--- config.mk ---
export PLATFORM = sky130hd
export DESIGN_NAME = vpic_ctrl
export DESIGN_NICKNAME = d
export VERILOG_FILES = /design/src/vpic_pkg.sv /design/src/vpic_ctrl.sv
export SDC_FILE = /design/constraint.sdc
export NUM_CORES = 1
export LEC_CHECK = 0
export ABC_AREA = 1
export BUFFER_PORTS_ARGS = -buffer_cell sky130_fd_sc_hd__buf_4
export CORE_MARGIN = 8
export CORE_UTILIZATION = 50
export DETAILED_ROUTE_END_ITERATION = 7
export MAX_ROUTING_LAYER = met4
export PLACE_DENSITY = 0.74
export RECOVER_POWER = 50
export SYNTH_ARGS = -nofsm -noshare
export SYNTH_HDL_FRONTEND = slang
export SYNTH_SLANG_ARGS = --single-unit
export TNS_END_PERCENT = 5
--- constraint.sdc ---
create_clock -name core_clk -period 7.9 [get_ports core_clk]
set_input_delay 1.185 -clock core_clk [delete_from_list [all_inputs] [get_ports core_clk]]
set_output_delay 1.185 -clock core_clk [all_outputs]
set_load 0.03 [all_outputs]
--- src/vpic_pkg.sv ---
package vpic_pkg;

  // Register indices (byte addresses are four times these)
  localparam logic [7:0] IDX_EN0 = 8'ha8;
  localparam logic [7:0] IDX_EN1 = 8'ha9;
  localparam logic [7:0] IDX_EN2 = 8'haa;
  localparam logic [7:0] IDX_EN3 = 8'hab;
  localparam logic [7:0] IDX_EN4 = 8'hac;
  localparam logic [7:0] IDX_EN5 = 8'had;
  localparam logic [7:0] IDX_LVL_LO = 8'hb8;
  localparam logic [7:0] IDX_LVL_HI = 8'hf8;
  localparam logic [7:0] IDX_EXT_FLAG = 8'ha4;
  localparam logic [7:0] IDX_EXT_TYPE = 8'ha5;
  localparam logic [7:0] IDX_EXT_POL = 8'ha6;
  localparam logic [7:0] IDX_P0_TOG = 8'hae;
  localparam logic [7:0] IDX_P7_TOG = 8'haf;
  localparam logic [7:0] IDX_REQ_LO = 8'hc0;
  localparam logic [7:0] IDX_REQ_HI = 8'hc1;
  localparam logic [7:0] IDX_SVC = 8'hc2;

  localparam int GIE_BIT = 7;
  localparam logic [7:0] REG_RST = 8'h00;
  localparam logic [15:0] VEC_RESET = 16'h0000;
  localparam logic [15:0] VEC_BASE = 16'h0003;
  localparam int VEC_STEP_SHIFT = 3;
  localparam int SRC_P0_TOG = 4;
  localparam int SRC_P7_TOG = 5;
  localparam logic [31:0] RD_UNMAPPED = 32'h0000_0000;

  // Which of the 32 sources are external pins: 0..3 and 28..31
  localparam logic [31:0] EXT_SRC_MASK = 32'hf000_000f;

  typedef enum logic [1:0] {
    VPIC_IDLE = 2'b00,
    VPIC_RESP = 2'b01
  } vpic_bus_state_t;

  typedef struct packed {
    logic valid;
    logic nmi;
    logic [4:0] src;
    logic [1:0] level;
    logic [15:0] vector;
  } vpic_irq_req_t;

  typedef struct packed {
    logic ack;
    logic [4:0] src;
  } vpic_irq_ack_t;

endpackage : vpic_pkg

--- src/vpic_ctrl.sv ---
`timescale 1ns/100ps
// Notes on behaviour
// - Thirty-two maskable sources, each with own request latch and enable.
// - Hardware reset source always enabled, top rank, never masked.
// - Global enable bit 7 of enable register 0 blocks all maskable.
// - Enables spread six per register; sources 30,31 in register five.
// - Group g holds g, g+8, g+16, g+24; lower number ranks higher.
// - Each group gets two-bit level from both level registers.
// - Among simultaneous requests the higher level is served.
// - Only a strictly higher level than in service may nest.
// - Level-triggered by default, edge mode selectable on external pins.
// - Reset vector 0000H, source n vector 0003H plus 8n.
// - Request flag set on arrival, cleared when core accepts.
// - Pending request held until accepted, reset, or written clear.
// - Acceptance only at instruction end; core makes the call.
// - Vector of selected source presented to the core.
// - Entry takes 5 to 8 machine cycles after instruction ends.
// - Interrupt return releases the in-service level, except in a cycle where ack_ok pushes a new entry.
// - External pins qualified by type and polarity; flags report.
// - Port 7 toggle enable: one bit per pin, resets to 00H.
// - Pin-change request fires when any enabled pin toggles.
// - External flag cleared on service entry or by writing 0.
// - Type bit 0 selects level sensing, 1 edge sensing.
// - With equal levels lower-numbered source wins.
module vpic_ctrl (
  // Clock and reset
  input wire logic core_clk,
  input wire logic arst_n,
  // Avalon-MM slave
  input wire logic [9:0] avs_address,
  input wire logic avs_read,
  input wire logic avs_write,
  input wire logic [31:0] avs_writedata,
  input wire logic [3:0] avs_byteenable,
  output logic [31:0] avs_readdata,
  output logic avs_waitrequest,
  // Request sources
  input wire logic hw_reset_req,
  input wire logic [31:0] periph_req,
  input wire logic [7:0] ext_pin,
  input wire logic [7:0] port0_pin,
  input wire logic [7:0] port7_pin,
  // Core side
  input wire vpic_pkg::vpic_irq_ack_t core_ack,
  input wire logic core_interrupt_return,
  output vpic_pkg::vpic_irq_req_t irq_req
);

  function automatic logic [15:0] vec_of(input logic [4:0] n);
    vec_of = vpic_pkg::VEC_BASE +
      16'({11'h000, n} << vpic_pkg::VEC_STEP_SHIFT);
  endfunction : vec_of

  // Map external pin k to its source number
  function automatic int ext_src(input int k);
    ext_src = (k < 4) ? k : k + 24;
  endfunction : ext_src

  logic [7:0] en_q [6];
  logic [7:0] lvl_lo_q, lvl_hi_q;
  logic [7:0] ext_type_q, ext_pol_q, ext_flag_q;
  logic [7:0] p0_tog_q, p7_tog_q;
  logic [7:0] ext_pin_q, p0_pin_q, p7_pin_q;
  logic [31:0] pend_q;
  logic [3:0] svc_q;
  logic [1:0] svc_lvl_q [4];
  logic [2:0] svc_sp_q;
  vpic_pkg::vpic_bus_state_t bst_q;
  logic [31:0] rdata_q;

  // Bus decode; one wait cycle, answer in second cycle
  wire logic [7:0] idx = avs_address[9:2];
  wire logic req_any = avs_read | avs_write;
  wire logic bus_done = req_any && (bst_q == vpic_pkg::VPIC_RESP);
  wire logic wr = avs_write && bus_done && avs_byteenable[0];
  wire logic [7:0] wd = avs_writedata[7:0];
  assign avs_waitrequest = req_any && (bst_q != vpic_pkg::VPIC_RESP);
  assign avs_readdata = rdata_q;

  // External pin qualification
  wire logic [7:0] ext_lvl_hit = ~(ext_pin ^ ext_pol_q);
  wire logic [7:0] ext_edge_hit =
    ext_pol_q & ext_pin & ~ext_pin_q |
    ~ext_pol_q & ~ext_pin & ext_pin_q;
  wire logic [7:0] ext_hit =
    (ext_type_q & ext_edge_hit) | (~ext_type_q & ext_lvl_hit);
  wire logic p0_tog = |(p0_tog_q & (port0_pin ^ p0_pin_q));
  wire logic p7_tog = |(p7_tog_q & (port7_pin ^ p7_pin_q));

  // Raw source events; level sources keep re-setting while asserted
  logic [31:0] src_set;
  always_comb begin
    src_set = periph_req & ~vpic_pkg::EXT_SRC_MASK;
    src_set[vpic_pkg::SRC_P0_TOG] = p0_tog;
    src_set[vpic_pkg::SRC_P7_TOG] = p7_tog;
    for (int k = 0; k < 8; k++) begin
      src_set[ext_src(k)] = ext_hit[k];
    end
  end

  // Gating and arbitration
  logic [31:0] en_vec;
  always_comb begin
    en_vec = '0;
    for (int n = 0; n < 32; n++) begin
      en_vec[n] = en_q[n / 6][n % 6];
    end
  end

  wire logic gie = en_q[0][vpic_pkg::GIE_BIT];
  wire logic [31:0] act = pend_q & en_vec & {32{gie}};
  wire logic [1:0] cur_lvl = svc_lvl_q[svc_sp_q[1:0] - 2'd1];
  wire logic busy = svc_sp_q != 3'd0;

  logic found;
  logic [4:0] win_src;
  logic [1:0] win_lvl;
  always_comb begin
    found = 1'b0;
    win_src = '0;
    win_lvl = '0;
    for (int l = 3; l >= 0; l--) begin
      for (int n = 0; n < 32; n++) begin
        // Index order walks source numbers 0 to 31 in turn: lower number first
        if (!found && act[n] &&
            {lvl_hi_q[n % 8], lvl_lo_q[n % 8]} == 2'(l)) begin
          found = 1'b1;
          win_src = 5'(n);
          win_lvl = 2'(l);
        end
      end
    end
  end
  // sources n and n+8k share group n%8; scan order keeps n first

  wire logic may_nest = !busy || (win_lvl > cur_lvl);
  wire logic ack_ok = core_ack.ack && !svc_q[3];

  always_ff @(posedge core_clk or negedge arst_n) begin
    if (!arst_n) begin
      irq_req <= '0;
    end else begin
      irq_req.nmi <= hw_reset_req;
      irq_req.valid <= hw_reset_req || (found && may_nest);
      irq_req.src <= hw_reset_req ? 5'd0 : win_src;
      irq_req.level <= hw_reset_req ? 2'd3 : win_lvl;
      irq_req.vector <= hw_reset_req ? vpic_pkg::VEC_RESET :
        vec_of(win_src);
    end
  end

  // the core spends 5 to 8 machine cycles entering; no timer here

  // Pending latches: set beats clear
  logic [31:0] ack_clr, wr_clr;
  always_comb begin
    ack_clr = '0;
    wr_clr = '0;
    if (core_ack.ack) begin
      ack_clr[core_ack.src] = 1'b1;
    end
    if (wr && idx == vpic_pkg::IDX_REQ_LO) begin
      wr_clr[15:0] = ~{avs_writedata[15:0]};
    end
    if (wr && idx == vpic_pkg::IDX_REQ_HI) begin
      wr_clr[31:16] = ~{avs_writedata[15:0]};
    end
  end
  // Level-triggered sources re-set while held, so clears act only once the source drops
  wire logic [31:0] pend_d = (pend_q & ~ack_clr & ~wr_clr) | src_set;

  logic [7:0] ext_ack_clr;
  always_comb begin
    for (int k = 0; k < 8; k++) begin
      ext_ack_clr[k] = ack_clr[ext_src(k)];
    end
  end

  always_ff @(posedge core_clk or negedge arst_n) begin
    if (!arst_n) begin
      pend_q <= '0;
      ext_flag_q <= vpic_pkg::REG_RST;
    end else begin
      pend_q <= pend_d;
      ext_flag_q <= (ext_flag_q & ~ext_ack_clr &
        ~((wr && idx == vpic_pkg::IDX_EXT_FLAG) ? ~wd : 8'h00))
        | ext_hit;
    end
  end

  always_ff @(posedge core_clk or negedge arst_n) begin
    if (!arst_n) begin
      ext_pin_q <= '0;
      p0_pin_q <= '0;
      p7_pin_q <= '0;
    end else begin
      ext_pin_q <= ext_pin;
      p0_pin_q <= port0_pin;
      p7_pin_q <= port7_pin;
    end
  end

  // In-service stack of levels, four deep
  always_ff @(posedge core_clk or negedge arst_n) begin
    if (!arst_n) begin
      svc_sp_q <= '0;
      svc_q <= '0;
      for (int i = 0; i < 4; i++) begin
        svc_lvl_q[i] <= '0;
      end
    end else if (ack_ok) begin
      svc_lvl_q[svc_sp_q[1:0]] <=
        {lvl_hi_q[core_ack.src[2:0]], lvl_lo_q[core_ack.src[2:0]]};
      svc_sp_q <= svc_sp_q + 3'd1;
      svc_q <= {svc_q[2:0], 1'b1};
    end else if (core_interrupt_return && busy) begin
      svc_sp_q <= svc_sp_q - 3'd1;
      svc_q <= {1'b0, svc_q[3:1]};
    end
  end

  // Registers
  always_ff @(posedge core_clk or negedge arst_n) begin
    if (!arst_n) begin
      for (int i = 0; i < 6; i++) begin
        en_q[i] <= vpic_pkg::REG_RST;
      end
      lvl_lo_q <= vpic_pkg::REG_RST;
      lvl_hi_q <= vpic_pkg::REG_RST;
      ext_type_q <= vpic_pkg::REG_RST;
      ext_pol_q <= vpic_pkg::REG_RST;
      p0_tog_q <= vpic_pkg::REG_RST;
      p7_tog_q <= vpic_pkg::REG_RST;
    end else if (wr) begin
      case (idx)
        vpic_pkg::IDX_EN0: en_q[0] <= wd & 8'hbf;
        vpic_pkg::IDX_EN1: en_q[1] <= wd & 8'h3f;
        vpic_pkg::IDX_EN2: en_q[2] <= wd & 8'h3f;
        vpic_pkg::IDX_EN3: en_q[3] <= wd & 8'h3f;
        vpic_pkg::IDX_EN4: en_q[4] <= wd & 8'h3f;
        vpic_pkg::IDX_EN5: en_q[5] <= wd & 8'h03;
        vpic_pkg::IDX_LVL_LO: lvl_lo_q <= wd;
        vpic_pkg::IDX_LVL_HI: lvl_hi_q <= wd;
        vpic_pkg::IDX_EXT_TYPE: ext_type_q <= wd;
        vpic_pkg::IDX_EXT_POL: ext_pol_q <= wd;
        vpic_pkg::IDX_P0_TOG: p0_tog_q <= wd;
        vpic_pkg::IDX_P7_TOG: p7_tog_q <= wd;
        default: ;
      endcase
    end
  end

  // Read mux
  logic [31:0] rd_mux;
  always_comb begin
    case (idx)
      vpic_pkg::IDX_EN0: rd_mux = {24'h0, en_q[0]};
      vpic_pkg::IDX_EN1: rd_mux = {24'h0, en_q[1]};
      vpic_pkg::IDX_EN2: rd_mux = {24'h0, en_q[2]};
      vpic_pkg::IDX_EN3: rd_mux = {24'h0, en_q[3]};
      vpic_pkg::IDX_EN4: rd_mux = {24'h0, en_q[4]};
      vpic_pkg::IDX_EN5: rd_mux = {24'h0, en_q[5]};
      vpic_pkg::IDX_LVL_LO: rd_mux = {24'h0, lvl_lo_q};
      vpic_pkg::IDX_LVL_HI: rd_mux = {24'h0, lvl_hi_q};
      vpic_pkg::IDX_EXT_FLAG: rd_mux = {24'h0, ext_flag_q};
      vpic_pkg::IDX_EXT_TYPE: rd_mux = {24'h0, ext_type_q};
      vpic_pkg::IDX_EXT_POL: rd_mux = {24'h0, ext_pol_q};
      vpic_pkg::IDX_P0_TOG: rd_mux = {24'h0, p0_tog_q};
      vpic_pkg::IDX_P7_TOG: rd_mux = {24'h0, p7_tog_q};
      vpic_pkg::IDX_REQ_LO: rd_mux = {16'h0, pend_q[15:0]};
      vpic_pkg::IDX_REQ_HI: rd_mux = {16'h0, pend_q[31:16]};
      vpic_pkg::IDX_SVC: rd_mux = {25'h0, svc_sp_q, svc_q};
      default: rd_mux = vpic_pkg::RD_UNMAPPED;
    endcase
  end

  always_ff @(posedge core_clk or negedge arst_n) begin
    if (!arst_n) begin
      bst_q <= vpic_pkg::VPIC_IDLE;
      rdata_q <= '0;
    end else begin
      case (bst_q)
        vpic_pkg::VPIC_IDLE: begin
          if (req_any) begin
            bst_q <= vpic_pkg::VPIC_RESP;
            rdata_q <= rd_mux;
          end
        end
        vpic_pkg::VPIC_RESP: bst_q <= vpic_pkg::VPIC_IDLE;
        default: bst_q <= vpic_pkg::VPIC_IDLE;
      endcase
    end
  end
endmodule : vpic_ctrl

==> results.py <==
metrics = {
    "global_routing": {
        "grt_max_degree": 123,
        "antenna_found_initial": 1,
        "grt_pass1_wl_mm": 74.5,
        "track_usage": 0.326,
        "grt_pass1_vias": 13066,
        "grt_overflow": 0,
    },
    "cts": {
        "hold_buffers": 0,
        "cts_made_buffers": 17,
        "cts_sinks": 187,
        "cts_max_level": 4,
        "clk_path_buf_depth": 2,
        "cts_root_buffer": "clkbuf_16",
        "clk_latency_ps": 460,
        "cts_tree": "done",
        "clk_pin_slew_ps": 90,
    },
    "route": {
        "wl_per_cell_um": 21.3,
        "first_pass_iters": 6,
        "wl_met1_mm": 20.6,
        "drtIter0Drc": 1620,
        "ant_nets": 0,
        "avgViaCountPerCell": 5.84,
        "vias": 13436,
        "top_layer": "met4",
        "met2_length_mm": 20.8,
        "dr_wl_met3_mm": 5.67,
        "remaining_drc_errors": 0,
        "routed_wl_mm": 48.9,
    },
    "die": {
        "die_x_um": 174,
        "rows": 58,
        "initial_core_util": 0.503,
        "die_h_um": 174,
        "core-area_um2": 24800,
        "io_pins": 172,
        "die_area_um2": 30300,
    },
    "logic_synthesis": {
        "synth_mux_area_frac": 0.00722,
        "post_synth.cell_area_avg_um2": 7.35,
        "ys_seq_elements": 187,
        "synthArstFlopShare": 1.00,
        "synth-edff-count": 0,
        "syn-cell-area_um2": 12500,
        "synthAdderAreaFrac": 0.0237,
        "ys_seq_area_frac": 0.375,
        "yosys.area_share.xor_xnor": 0.00492,
        "synth-compound-area-share": 0.180,
        "yosys.area_share.simple": 0.291,
        "synth_top_family_by_area": "simple AND/OR/NAND/NOR gates",
        "synthCells": 1698,
        "yosys_warnings": 0,
        "synth.distinct_cells": 62,
        "synth-main-ff-cell": "dfrtp_1",
    },
    "power": {
        "vdd_drop_max_mv": 0.139,
        "p_int_w": 0.00157,
        "p_seq_frac": 0.456,
        "p_switching_w": 0.000756,
        "powerDensity_nw_per_um2": 153,
        "pwr-share-comb": 0.144,
        "swShare": 0.325,
        "static-leakage-power_nw": 7.26,
        "clkPwrFrac": 0.401,
        "finalPower_w": 0.00233,
    },
    "run_status": {
        "failed_checks": "capacitance limit, slew limit, setup timing",
        "status": "complete, but fails checks",
    },
    "sta": {
        "worstMarginPinSlew_ps": 5580,
        "period_share": 1.13,
        "relSlewSlack": -2.72,
        "hold_viol_final": 0,
        "rsz0062_at_grt": "true",
        "finalHoldWorstSlack_ps": 452,
        "final.min_clock_period_ps": 8930,
        "fmax_mhz": 112,
        "finalClockSkew_ps": 17.2,
        "setup_viol": 6,
        "timing.final.ws_setup_ps": -1030,
        "slew_violations": 123,
    },
    "final_layout": {
        "design_area_um2": 15200,
        "diodes": 0,
        "drive_above_1_share": 0.171,
        "area_growth_syn_to_layout_pct": 21.6,
        "final_cells": 2301,
        "finalNetCount": 2095,
    },
    "placed_design": {
        "post-place-ws_ps": -769,
        "dp.final_hpwl_mm": 39.2,
        "post_dp_cell_area_um2": 14700,
        "dp.cells": 2262,
        "numPortBuffers": 115,
        "gp_congestion": 1.09,
    },
    "critical_path": {
        "end_kind": "flop",
        "cp_max_fo": 11,
        "cp.required_ps": 8260,
        "cp_common_cell": "nand4_1",
        "cp_num_buf_inv": 1,
        "slowest_stage": "dfrtp_1",
        "cpPeakStageDelay_ps": 400,
        "crit_family": "simple AND/OR/NAND/NOR gates",
        "crit_type": "flop to flop",
        "arrival_ps": 9290,
        "startpoint_type": "flop",
    },
    "flow_run": {
        "max_cap_violations": 1,
    },
    "hold_path": {
        "hold_class": "flop to flop",
    },
}
## cells by family after synthesis
logic type,after synthesis
flops,187
xor+xnor,7
compound gates,367
other cells,1
simple gates,758
buf+inv,347
mux,8
fa+ha+maj,23
## cell usage after synthesis (4+ instances only)
cell       number  share of area
a2111oi_0      10         0.0070
nor2_1        262          0.079
mux2_2          8         0.0072
nor2_2         28          0.014
ha_1           22          0.022
a21o_1          6         0.0036
xor2_1          5         0.0035
o2111ai_1      15          0.011
nor2_4          7         0.0063
nand4_1        54          0.027
o21ai_0       164          0.066
nand2_1       262          0.079
o31ai_1        15         0.0090
dfrtp_1       187           0.38
nor4_1         17         0.0085
a31oi_1         7         0.0035
buf_4          31          0.019
o21bai_1       14         0.0084
o221ai_1        8         0.0056
a221oi_1        9         0.0063
inv_1         280          0.084
a32o_1          4         0.0032
o211ai_1        5         0.0030
nor3_1         39          0.016
o22ai_1        26          0.013
clkinv_1        5         0.0015
a21oi_1        58          0.023
nand4_2        10          0.010
a211oi_1        8         0.0048
nand3_4        12          0.017
nand3_1        48          0.019
clkbuf_1       25         0.0075
## flip-flops by register name (all words and copies together) (netlist names)
signal        cells
bst_q             1
irq_req          10
p7_tog_q          8
lvl_lo_q          8
ext_pin_q         8
svc_q             4
pend_q           32
ext_pol_q         8
p0_tog_q          8
ext_flag_q        8
svc_sp_q          3
p7_pin_q          8
en_q             33
p0_pin_q          8
svc_lvl_q         8
lvl_hi_q          8
ext_type_q        8
avs_readdata     16
## per-layer routing
| layer | GRT usage | up-vias |
|---|---|---|
| met5 | - | - |
| met2 | 0.475 | 816 |
| li1 | - | 6163 |
| met1 | 0.433 | 6324 |
| met4 | 0.119 | 0 |
| met3 | 0.0842 | 133 |
## worst register-to-register path, delay by kind of cell (launching register included)
| family | cells | cell delay, ps |
|---|---|---|
| buffers and inverters | 1 | 160 |
| and+or+nand+nor | 65 | 8000 |
| DFF | 1 | 400 |
| AOI/OAI and AO/OA | 2 | 290 |
## layout make-up
cell class                 count  area (um^2)
sequential                   187         4680
clock buffer                  17          425
timing repair buffer         276         1880
fill                        2378         9650
clock inverter                15          223
inverter                     288         1090
tap                          330          413
multi-input combinational   1188         6460
## path summary, 6_finish.rpt
check	startpoint	cells past startpoint	to	slack (ps)
worst max-delay path	en_q[47]	68	irq_req[19]	-1030
worst min-delay path	bst_q[0]	1	bst_q[0]	450
worst max register to register	en_q[47]	68	irq_req[19]	-1030
worst min register to register	bst_q[0]	1	bst_q[0]	450
max in group asynchronous	arst_n	1	lvl_hi_q[1]	1750
min in group asynchronous	arst_n	1	p0_pin_q[7]	2990
## timing repair
| item | in CTS | in global routing |
|---|---|---|
| buffers inserted | 0 | 7 |
| gates resized for setup | 4 | 6 |
| endpoints found under the setup margin | 6 | 7 |
| pin swaps | 1 | 11 |
## power groups by stage
stage | clock network (W) | logic, W | registers (W)
finish | 0.000933 | 0.000334 | 0.00106
global route | 0.000966 | 0.000375 | 0.00107
CTS | 0.000931 | 0.000337 | 0.00106
detailed placement | 0 | 0.000335 | 0.00108
global placement | 0 | 0.000327 | 0.00108
floorplan | 0 | 0.000207 | 0.00107
## cell usage in the layout, fill, tap and decap left out, types with 6 or more instances in the layout
cell type / n
a2111oi_0: 9
a211oi_1: 8
a21o_1: 6
a21oi_1: 57
a221oi_1: 9
a31oi_1: 7
buf_4: 211
clkbuf_1: 59
clkbuf_16: 17
clkinv_8: 6
conb_1: 25
dfrtp_1: 187
ha_1: 22
inv_1: 280
mux2_2: 8
nand2_1: 262
nand3_1: 48
nand3_4: 12
nand4_1: 54
nand4_2: 8
nor2_1: 258
nor2_2: 30
nor2_4: 9
nor3_1: 39
nor4_1: 17
o2111ai_1: 15
o21ai_0: 164
o21bai_1: 14
o221ai_1: 8
o22ai_1: 26
o31ai_1: 15
## metrics by stage
stage / setup TNS [ps] / utilization
2_1_floorplan: 0 / -
3_3_place_gp: -3070 / 0.590
3_5_place_dp: -4120 / 0.590
4_1_cts: -4230 / 0.617
5_1_grt: -11730 / 0.611
6_report: -5530 / 0.611
(Power assumes the default switching activity.)
